### config.mk
export PLATFORM = sky130hd
export DESIGN_NAME = pslp_top
export DESIGN_NICKNAME = d
export VERILOG_FILES = /design/src/hdl/pslp_pkg.sv /design/src/hdl/pslp_top.sv
export VERILOG_INCLUDE_DIRS = /design/src /design/src/hdl
export SDC_FILE = /design/constraint.sdc
export NUM_CORES = 1
export LEC_CHECK = 0
export BUFFER_PORTS_ARGS = -buffer_cell sky130_fd_sc_hd__buf_2
export CAP_MARGIN = 10
export CORE_MARGIN = 2
export CORE_UTILIZATION = 55
export DETAILED_ROUTE_END_ITERATION = 7
export GPL_TIMING_DRIVEN = 1
export PLACE_DENSITY = 0.76
export SYNTH_ARGS = -nofsm -noshare
export SYNTH_HDL_FRONTEND = slang
export SYNTH_SLANG_ARGS = --single-unit
### constraint.sdc
create_clock -name hclk -period 10.96 [get_ports hclk]
set_input_delay 0.548 -clock hclk [delete_from_list [all_inputs] [get_ports hclk]]
set_output_delay 0.548 -clock hclk [all_outputs]
set_load 0.1 [all_outputs]
### src/hdl/pslp_params.svh
`ifndef PSLP_PARAMS_SVH
`define PSLP_PARAMS_SVH

// ****************************************************************
// register byte offsets
// ****************************************************************
`define PSLP_CTRL_OFS      8'h00
`define PSLP_BLK_OFS       8'h04
`define PSLP_VOLT_OFS      8'h08
`define PSLP_STAT_OFS      8'h0C

// ****************************************************************
// control register fields
// ****************************************************************
`define PSLP_CTRL_PL_BLOCK 0
`define PSLP_CTRL_SKIP     1
`define PSLP_CTRL_SOF_EN   2
`define PSLP_CTRL_DIR_LSB  3

// ****************************************************************
// reset values
// ****************************************************************
`define PSLP_CTRL_RST      6'h00
`define PSLP_BLK_RST       10'h000
`define PSLP_VOLT_RST      8'h73

// ****************************************************************
// voltage threshold and timing
// ****************************************************************
`define PSLP_V1_PCT        24'd75
`define PSLP_PCT_DEN       24'd100
`define PSLP_CLK_HZ        200000000
`define PSLP_MS_PER_S      1000
`define PSLP_TL1_MS        16'd25
`define PSLP_TL2_MS        16'd150
`define PSLP_TL3_MS        16'd45
`define PSLP_FUSE_MS       16'd50

`endif

### src/hdl/pslp_pkg.sv
package pslp_pkg;

  // ****************************************************************
  // detector inputs from the measuring functions
  // ****************************************************************
  typedef struct packed {
    logic [15:0] v1_mag;        // positive-sequence voltage magnitude, volts
    logic        load_cur;      // load-current detector operated
    logic        fault_det;     // fault detector operated
    logic        open_pole;     // open-pole detection, one or more poles open
    logic        pos_seq_oc;    // positive-sequence overcurrent detector
    logic [2:0]  z2_ph;         // zone 2 phase elements ab, bc, ca
    logic        z2_gnd;        // any zone 2 ground element
    logic        trip;          // any trip issued by the relay
    logic        swing;         // out-of-step condition present
    logic        gnd_inst_trip; // ground instantaneous overcurrent trip
    logic        z2_time_trip;  // zone 2 time-delayed trip
    logic        z3_time_trip;  // zone 3 time-delayed trip
    logic        z4_time_trip;  // zone 4 time-delayed trip
    logic        z1_ph_trip;    // zone 1 instantaneous phase trip
    logic        ext_trip;      // configurable trip from contact input
  } pslp_det_type;

  // ****************************************************************
  // block, trip and reclose outputs
  // ****************************************************************
  typedef struct packed {
    logic       dist_block;     // distance tripping blocked
    logic       dir_block;      // directional tripping blocked
    logic [2:0] backup_block;   // phase inst, ground inst, ground toc
    logic       potential_loss; // potential loss declared
    logic       reclose_init;   // reclose initiate
    logic       reclose_cancel; // reclose cancel
    logic       lp_enabled;     // line pickup armed
    logic       lp_trip;        // line pickup trip
  } pslp_out_type;

  // ****************************************************************
  // complete state of the block
  // ****************************************************************
  typedef struct packed {
    logic [17:0]  pre;          // millisecond prescaler
    logic [5:0]   ctrl;         // settings
    logic [9:0]   blk;          // reclose block selectors
    logic [7:0]   volt;         // rated per-unit voltage
    logic         wr_pend;      // write data phase pending
    logic [7:0]   addr;         // latched address
    logic [31:0]  rdata;        // read data
    logic         v1_up;        // registered voltage detector
    logic [15:0]  fuse_cnt;     // potential-loss delay timer
    logic [15:0]  tl1_cnt;      // energised-line timer
    logic [15:0]  tl2_cnt;      // dead-line enable timer
    logic [15:0]  tl3_cnt;      // security delay timer
    pslp_out_type out;          // registered outputs
  } pslp_state_type;

endpackage : pslp_pkg

### src/hdl/pslp_top.sv
// The AHB-Lite slave port and the address map were chosen for this implementation.
`include "pslp_params.svh"

module pslp_top #(
  parameter int          CYC_PER_MS = `PSLP_CLK_HZ / `PSLP_MS_PER_S, // cycles per ms tick
  parameter logic [15:0] FUSE_MS    = `PSLP_FUSE_MS                  // potential-loss delay, ms
) (
  input  wire logic                  hclk,
  input  wire logic                  hresetn,
  input  wire logic                  ce,
  input  wire logic                  hsel,
  input  wire logic [31:0]           haddr,
  input  wire logic [1:0]            htrans,
  input  wire logic                  hwrite,
  input  wire logic [2:0]            hsize,
  input  wire logic [31:0]           hwdata,
  input  wire logic                  hready,
  output logic                       hreadyout,
  output logic                       hresp,
  output logic [31:0]                hrdata,
  input  wire pslp_pkg::pslp_det_type det,
  output pslp_pkg::pslp_out_type     outs
);

  // ****************************************************************
  // state and combinational helpers
  // ****************************************************************
  pslp_pkg::pslp_state_type s;        // registered state
  pslp_pkg::pslp_state_type nxt_s;    // next state
  logic        v1_up;                 // voltage detector picked up
  logic        tick;                  // one-cycle millisecond tick
  logic        arm;                   // potential-loss arming gate
  logic        fuse_done;             // potential-loss delay expired
  logic        pl_next;               // next potential-loss value
  logic        dead;                  // open breaker, line dead
  logic        tl1_done;              // energised-line timer expired
  logic        lp_en;                 // line pickup enabled
  logic        lp_req;                // line pickup trip request
  logic        tl3_done;              // security delay expired
  logic [8:0]  rc_src;                // reclose block sources
  logic [8:0]  rc_sel;                // effective selectors
  logic        rc_block;              // any selected source blocks reclose
  logic        pot_block;             // potential blocking active
  logic [17:0] pre_last;              // last prescaler count

  assign pre_last  = 18'(CYC_PER_MS - 1);
  assign hreadyout = ce;              // stall the bus while frozen
  assign hresp     = 1'b0;            // always okay
  assign hrdata    = s.rdata;
  assign outs      = s.out;

  // ****************************************************************
  // pickup timer step, saturates at target, clears when idle
  // ****************************************************************
  function automatic logic [15:0] tmr_step(
    input logic        run,
    input logic [15:0] cnt,
    input logic [15:0] tgt,
    input logic        tk
  );
    logic [15:0] res;
    res = 16'h0000;
    if (!run) begin
      res = 16'h0000;
    end else if (cnt >= tgt) begin
      res = cnt;
    end else begin
      res = cnt + {15'h0000, tk};
    end
    return res;
  endfunction : tmr_step

  // ****************************************************************
  // read multiplexer, unmapped addresses read zero
  // ****************************************************************
  function automatic logic [31:0] rd_mux(
    input logic [7:0]              a,
    input pslp_pkg::pslp_state_type st
  );
    logic [31:0] r;
    r = 32'h0000_0000;
    case (a)
      `PSLP_CTRL_OFS: begin
        r = {26'h0000000, st.ctrl};
      end
      `PSLP_BLK_OFS: begin
        r = {22'h000000, st.blk};
      end
      `PSLP_VOLT_OFS: begin
        r = {24'h000000, st.volt};
      end
      `PSLP_STAT_OFS: begin
        r = {27'h0000000, st.out.lp_trip, st.out.lp_enabled, st.out.reclose_cancel,
             st.out.reclose_init, st.out.potential_loss};
      end
      default: begin
        r = 32'h0000_0000;
      end
    endcase
    return r;
  endfunction : rd_mux

  // ****************************************************************
  // next-state logic
  // ****************************************************************
  always_comb begin
    nxt_s = s;
    // fixed 75 percent threshold against the rated setting
    v1_up = ({8'h00, det.v1_mag} * `PSLP_PCT_DEN) >=
            ({16'h0000, s.volt} * `PSLP_V1_PCT);
    nxt_s.v1_up = v1_up;

    // millisecond time base
    tick = (s.pre == pre_last);
    nxt_s.pre = tick ? 18'h00000 : s.pre + 18'h00001;

    // bus write data phase
    if (s.wr_pend) begin
      case (s.addr)
        `PSLP_CTRL_OFS: begin
          nxt_s.ctrl = hwdata[5:0];
        end
        `PSLP_BLK_OFS: begin
          nxt_s.blk = hwdata[9:0];
        end
        `PSLP_VOLT_OFS: begin
          nxt_s.volt = hwdata[7:0];
        end
        default: begin
          nxt_s.ctrl = s.ctrl;                          // unmapped or read-only
        end
      endcase
    end
    // bus address phase
    nxt_s.wr_pend = 1'b0;
    if (hsel && hready && htrans[1]) begin
      nxt_s.addr    = haddr[7:0];
      nxt_s.wr_pend = hwrite;
      if (!hwrite) begin
        nxt_s.rdata = (haddr[31:8] == 24'h000000) ? rd_mux(haddr[7:0], s) : 32'h0000_0000;
      end
    end else begin
      nxt_s.addr = s.addr;
    end

    // potential-loss detection
    arm = !v1_up && det.load_cur && !det.fault_det && !det.open_pole;
    nxt_s.fuse_cnt = tmr_step(arm, s.fuse_cnt, FUSE_MS, tick);
    fuse_done = arm && (s.fuse_cnt >= FUSE_MS);
    // seal-in while voltage stays low, open poles kill it
    pl_next = !det.open_pole &&
              (fuse_done || (s.out.potential_loss && !v1_up));
    nxt_s.out.potential_loss = pl_next;
    pot_block = pl_next && s.ctrl[`PSLP_CTRL_PL_BLOCK];
    nxt_s.out.dist_block = pot_block;
    nxt_s.out.dir_block  = pot_block;
    // backup overcurrent blocked only when directionally controlled
    nxt_s.out.backup_block = {3{pot_block}} &
                             s.ctrl[`PSLP_CTRL_DIR_LSB +: 3];

    // reclose block sources, bit i pairs with selector i+1
    rc_src = {det.ext_trip,
              det.trip && (|det.z2_ph),
              det.z1_ph_trip,
              det.z4_time_trip,
              det.z3_time_trip,
              det.z2_time_trip,
              det.gnd_inst_trip,
              det.trip && (&det.z2_ph),
              det.trip && det.swing};
    rc_sel   = s.blk[9:1] | {9{s.blk[0]}};
    rc_block = |(rc_src & rc_sel);
    nxt_s.out.reclose_cancel = rc_block;
    nxt_s.out.reclose_init   = det.trip && !rc_block;

    // line pickup
    dead = !det.load_cur && !v1_up;
    nxt_s.tl1_cnt = tmr_step(v1_up, s.tl1_cnt, `PSLP_TL1_MS, tick);
    tl1_done = v1_up && (s.tl1_cnt >= `PSLP_TL1_MS);
    if (tl1_done) begin
      nxt_s.tl2_cnt = 16'h0000;
    end else if (s.tl2_cnt >= `PSLP_TL2_MS) begin
      nxt_s.tl2_cnt = s.tl2_cnt;                                     // held until fast reset
    end else begin
      nxt_s.tl2_cnt = tmr_step(dead, s.tl2_cnt, `PSLP_TL2_MS, tick);
    end
    lp_en = s.ctrl[`PSLP_CTRL_SOF_EN] && !tl1_done &&
            (s.tl2_cnt >= `PSLP_TL2_MS);
    lp_req = lp_en && (det.pos_seq_oc || (|det.z2_ph) || det.z2_gnd);
    nxt_s.tl3_cnt = tmr_step(lp_req, s.tl3_cnt, `PSLP_TL3_MS, tick);
    tl3_done = lp_req && (s.tl3_cnt >= `PSLP_TL3_MS);
    nxt_s.out.lp_enabled = lp_en;
    nxt_s.out.lp_trip = lp_req && (s.ctrl[`PSLP_CTRL_SKIP] || tl3_done);
  end

  // ****************************************************************
  // state register, frozen while the clock enable is low
  // ****************************************************************
  always_ff @(posedge hclk or negedge hresetn) begin
    if (!hresetn) begin
      s      <= '0;
      s.ctrl <= `PSLP_CTRL_RST;
      s.blk  <= `PSLP_BLK_RST;
      s.volt <= `PSLP_VOLT_RST;
    end else if (ce) begin
      s <= nxt_s;
    end
  end

  // ****************************************************************
  // assertions
  // ****************************************************************
  logic [23:0] v1_lhs;                // helper: scaled voltage
  logic [23:0] v1_rhs;                // helper: scaled threshold
  assign v1_lhs = {8'h00, det.v1_mag} * `PSLP_PCT_DEN;
  assign v1_rhs = {16'h0000, s.volt} * `PSLP_V1_PCT;
endmodule : pslp_top

; After elaboration in Yosys (flattened, before gate mapping)
; Cells that the tools add are included.
[word_totals]
reg_bits = 156
input_bits = 107
wordCells = 102
output_inout_bits = 44
[op_classes]
addsub = 5
muxes = 13
eq_ne = 10
n_reduce_logical = 45
multipliers = 2
order_cmp = 5
n_bitwise = 4
[ops]
columns = operator, n
row1 = 16-bit 2-to-1 mux, 9
row2 = 16-bit by 1-bit adder with 16-bit output, 4
row3 = 10-bit case mux with 4 select lines, 1
row4 = 16-bit by 6-bit >= comparator with 1-bit output (second input constant), 2
row5 = 32-bit 2-to-1 mux, 1
row6 = 8-bit by 4-bit == test with 1-bit output (second input constant), 3
row7 = 24-bit logical NOT, 1
row8 = 23-bit by 15-bit >= comparator with 1-bit output, 1
row9 = 16-bit by 5-bit multiplier with 21-bit output (second input constant), 1
row10 = 1-bit logical AND, 20
row11 = 18-bit by 1-bit adder with 18-bit output (second input constant), 1
row12 = 18-bit == test (second input constant), 1
row13 = 18-bit 2-to-1 mux, 1
row14 = 8-bit by 3-bit == test with 1-bit output (second input constant), 2
row15 = 16-bit by 5-bit >= comparator with 1-bit output (second input constant), 1
row16 = 16-bit by 8-bit >= comparator with 1-bit output (second input constant), 1
row17 = 8-bit logical NOT, 2
row18 = 8-bit by 7-bit multiplier with 15-bit output (second input constant), 1
row19 = 3-bit AND reduction, 5
row20 = 2-bit AND reduction, 5
row21 = 9-bit AND, 1
row22 = 9-bit bitwise OR, 1
row23 = 9-bit OR reduction, 1
row24 = 2-bit inequality test (second input constant), 4
row25 = other kinds (6), 14

; Depth between registers and ports, before layout
[depth]
word_depth = 11
ltp_mapped = 27
mapped_depth_nobuf = 25

; Worst setup path before layout
; No wires, ideal clock.
[synth_timing]
kind = reg-to-reg
startpoint = register s[121] (netlist bit)
endpoint = register s (netlist bit outs[5])
path_slack_ns = 4.935
n_path_buf = 0
path_stages_with_launch = 26
arrival_ns = 5.947
synth_period_minus_slack_ns = 6.025
setup_time_ns = 0.078
required_time_ns = 10.882
cell_sequence = dfstp_2 > ha_1 > ha_1 > ha_1 > inv_1 > fa_1 > inv_1 > ha_1 > inv_1 > a21oi_1 > o21ai_0 > nand2b_1 > a21o_1 > a21o_1 > a311o_1 > xnor2_1 > ha_1 > a21o_1 > a21o_1 > a2111oi_4 > o221ai_2 > nor4_2 > nand4_2 > or3_1 > or4b_4 > o2bb2ai_1
[synth_between]
elab_chain_cells = 11
[synth_rtl]
columns = element, line
row1 = "start, declared", pslp_top.sv:28  ; pslp_pkg::pslp_state_type s;
row2 = "start signal, assigned", pslp_top.sv:206  ; s <= nxt_s;
row3 = 8-bit by 7-bit multiplier with 15-bit output (no line) (*), n/a
row4 = 23-bit by 15-bit >= comparator with 1-bit output (*), pslp_top.sv:109  ; v1_up = ({8'h00, det.v1_mag} * `PSLP_PCT_DEN) >=
row5 = 1-bit logical NOT (*), n/a
row6 = 1-bit logical AND (3 in a row), pslp_top.sv:147  ; arm = !v1_up && det.load_cur && !det.fault_det && !det.open_pole;
row7 = 1-bit logical AND, pslp_top.sv:149  ; fuse_done = arm && (s.fuse_cnt >= FUSE_MS);
row8 = 1-bit logical OR (*), pslp_top.sv:152  ; (fuse_done || (s.out.potential_loss && !v1_up));
row9 = 1-bit logical AND (*), pslp_top.sv:151  ; pl_next = !det.open_pole &&
row10 = 1-bit logical AND (*), pslp_top.sv:154  ; pot_block = pl_next && s.ctrl[`PSLP_CTRL_PL_BLOCK];
row11 = 3-bit AND (*), pslp_top.sv:158  ; nxt_s.out.backup_block = {3{pot_block}} &
; Every way passes the cells marked *; elsewhere a longest branch is shown, timed or not.
; A chain may end at the register's enable or synchronous reset.

; Worst setup path in the final report
; Same ends and word-level chain as after synthesis.

==> flow_summary.toml <==
[sta]
drv_slew = 0
hold_viol_final = 0
relSlewSlack = 0.297
worst-slew-pin-transition_ns = 1.05
fin_setup_tns_ns = 0
period_needed_ns = 7.01
final.period_utilization = 0.640
setup_viol = 0
skew_ns = 0.0103
max_freq_ghz = 0.143
fin_ws_ns = 3.95
rsz0062_at_grt = "no"

[clocking]
clk_pin_slew_worst_paths_ns = 0.06
clk_latency_ns = 0.41
clkSinkCount = 134
htree_levels = 4
cts-hold-fix-buffers = 0
clock_path_buffers = 2
clock-root-buffer = "clkbuf_16"
cts_inserted_buffers = 17
cts_tree = "built"
cts_resized = 0
post_cts_buffers = 0

[worst_setup_path]
reg2reg_slack_ns = 3.95
max_stage_delay_ns = 0.60
crit_arrival_ns = 7.35
cpLargestDelayFamily = "simple AND/OR/NAND/NOR gates"
worst_setup_path_start_kind = "register"
cp_data_required_time_ns = 11.29
timing.critical_path.mode_cell = "ha_1"
cp_num_buf_inv = 3
r2r_start = "s[121]$_DFFE_PN1P_"
endpoint_kind = "register"
crit_path_max_fanout = 16
crit_slowest_cell = "dfstp_2"
crit_type = "register to register"
startpoint = "s[121]$_DFFE_PN1P_"

[synthesis]
syn_inst = 946
ys_types = 72
synth_edf_count = 0
async_flop_share = 1.00
netlist_area_um2 = 9400
synth_seq_area_share = 0.357
synth_area_per_cell_um2 = 9.94
synth-main-ff-cell = "dfrtp_1"
yosysWarnings = 0
ys_ff_latch = 134

[floorplan]
fp.dieW_um = 135
core_area_um2 = 16600
start_util = 0.565
ios = 151
num_rows = 47
dieArea_um2 = 18200
die_h_um = 135

[detailed_routing]
top_layer = "met4"
wl_met1_um = 8750
wirelength_um = 19500
drc = 0
detail_route.iter0.violations = 483
wl_met3_um = 1150
wl_met2_um = 9240
via_per_inst = 5.69
vias = 7179
antenna_left = 0
first_pass_iters = 5
wl_per_cell_um = 15.4

[power_and_ir_drop]
ir_worst_vdd_uv = 130
power-per-cell-area_nw_per_um2 = 147
leakage_nw = 5.35

[global_routing]
grt-ovfl-total = 0
antenna_found_initial = 1
grt_pass1_vias = 7034
grt_max_degree = 85
grt_pass1_wl_um = 33200
grt_util_all_layers = 0.226

[final_layout]
area_delta_synth_final_pct = 11.8
final_util = 0.631
final_cells = 1262
fin_nets = 1266
final_cell_mix = "dfrtp_1, ha_1, buf_2"
final_common_cell = "dfrtp_1"
drive_above_1_share = 0.182

[placed_design]
dp.cells = 1229
numPortBuffers = 101
dp_hpwl_um = 14700
dpl_worst_slack_ns = 4.07
place_congestion = 0.846

[hold_path]
hold_class = "input pin to async pin"

[run_status]
status = "completed"

[job]
maxCapViolCount = 0
==> worst register-to-register path, stage by stage, from the launching register on <==
cell       delay [ns]
dfstp_2          0.60
ha_1             0.25
ha_1             0.27
ha_1             0.27
inv_1            0.05
fa_1             0.51
inv_1            0.05
ha_1             0.30
inv_1            0.08
a21oi_1          0.05
o21ai_0          0.16
nand2b_1         0.11
a21o_1           0.18
a21o_1           0.19
a311o_1          0.38
xnor2_1          0.14
ha_1             0.28
a21o_1           0.16
a21o_1           0.19
a2111oi_4        0.39
o221ai_2         0.16
nor4_2           0.35
nand4_2          0.42
or3_1            0.60
or4b_4           0.59
o2bb2ai_1        0.19
==> synthesized netlist by cell type, drive strengths merged (4+ instances only) <==
master	number	area share
a31oi	6	0.0040
nand4	19	0.013
nor2	60	0.024
o31ai	6	0.0048
buf	47	0.037
inv	81	0.032
a22o	5	0.0047
nand3	24	0.013
o2bb2ai	7	0.0065
a41oi	5	0.0047
nor4b	5	0.0047
clkbuf	15	0.0060
dfrtp	129	0.34
a21oi	34	0.018
nor4	24	0.017
fa	18	0.038
mux4	5	0.012
and3	10	0.0067
ha	113	0.15
o211ai	6	0.0048
and4	4	0.0037
a21o	15	0.012
nor2b	7	0.0047
or3	7	0.0047
a22oi	4	0.0032
xor2	17	0.016
xnor2	18	0.017
dfstp	5	0.014
o21ai	46	0.025
nand2b	14	0.0093
and2	33	0.022
nor3	17	0.0091
a211oi	4	0.0043
a31o	4	0.0037
mux2	29	0.035
nand2	44	0.018
o21a	14	0.011
==> cell families (layout without fill, tap and decap cells) <==
group / count (synthesis) / after routing / synth area share
multiplexers: 37 / 37 / 0.0499
other: 1 / 24 / 0.000399
XOR/XNOR: 35 / 35 / 0.0326
buffers and inverters: 144 / 217 / 0.0753
AND/OR/NAND/NOR: 280 / 280 / 0.159
flip-flops: 134 / 134 / 0.357
AO/OA/AOI/OAI: 184 / 184 / 0.136
adder cells (fa/ha/maj): 131 / 131 / 0.189
==> registers in the layout, indices dropped and copies added (netlist names) <==
register / count
s: 115
hrdata: 10
outs: 9
==> layout make-up <==
class                           count  area (um^2)
Clock buffer                       20          447
Timing Repair Buffer              103          523
Antenna cell                        1         2.50
Multi-Input combinational cell    690         5420
Fill cell                        1329         6130
Clock inverter                     12          179
Inverter                           82          308
Tap cell                          220          275
Sequential cell                   134         3360
==> worst paths after layout <==
path                       cells after the start                    end
setup / recovery                              25    outs[5]$_DFFE_PN0P_
setup reg to reg                              25    outs[5]$_DFFE_PN0P_
min in group hclk                              2     s[133]$_DFFE_PN0P_
max in group asynchronous                      2      s[60]$_DFFE_PN0P_
hold reg to reg                                2  hrdata[7]$_DFFE_PN0P_
hold / removal                                 1     s[114]$_DFFE_PN0P_
==> stage by stage <==
step / power [mW] / cell area, um^2 / hold slack (ns)
after floorplan: 0.869 / 9480 / 0.252
after global placement: 0.947 / 9880 / 0.460
after detailed placement: 0.955 / 9880 / 0.472
after CTS: 1.56 / 10500 / 0.360
after global routing: 1.63 / 10500 / 0.368
final: 1.54 / 10500 / 0.328
==> metal layers <==
metal  vias to the layer above  GRT usage
met4                         0     0.0702
met1                      3436      0.301
met2                       220      0.375
met3                        30     0.0435
li1                       3493          -
met5                         -          0
==> power by group <==
part / switching [mW] / leakage (nW) / total (mW) / internal, mW
Sequential: 0.0213 / 1.81 / 0.540 / 0.519
Clock: 0.211 / 0.296 / 0.597 / 0.387
Combinational: 0.249 / 3.24 / 0.407 / 0.158
(Power assumes the default switching activity.)
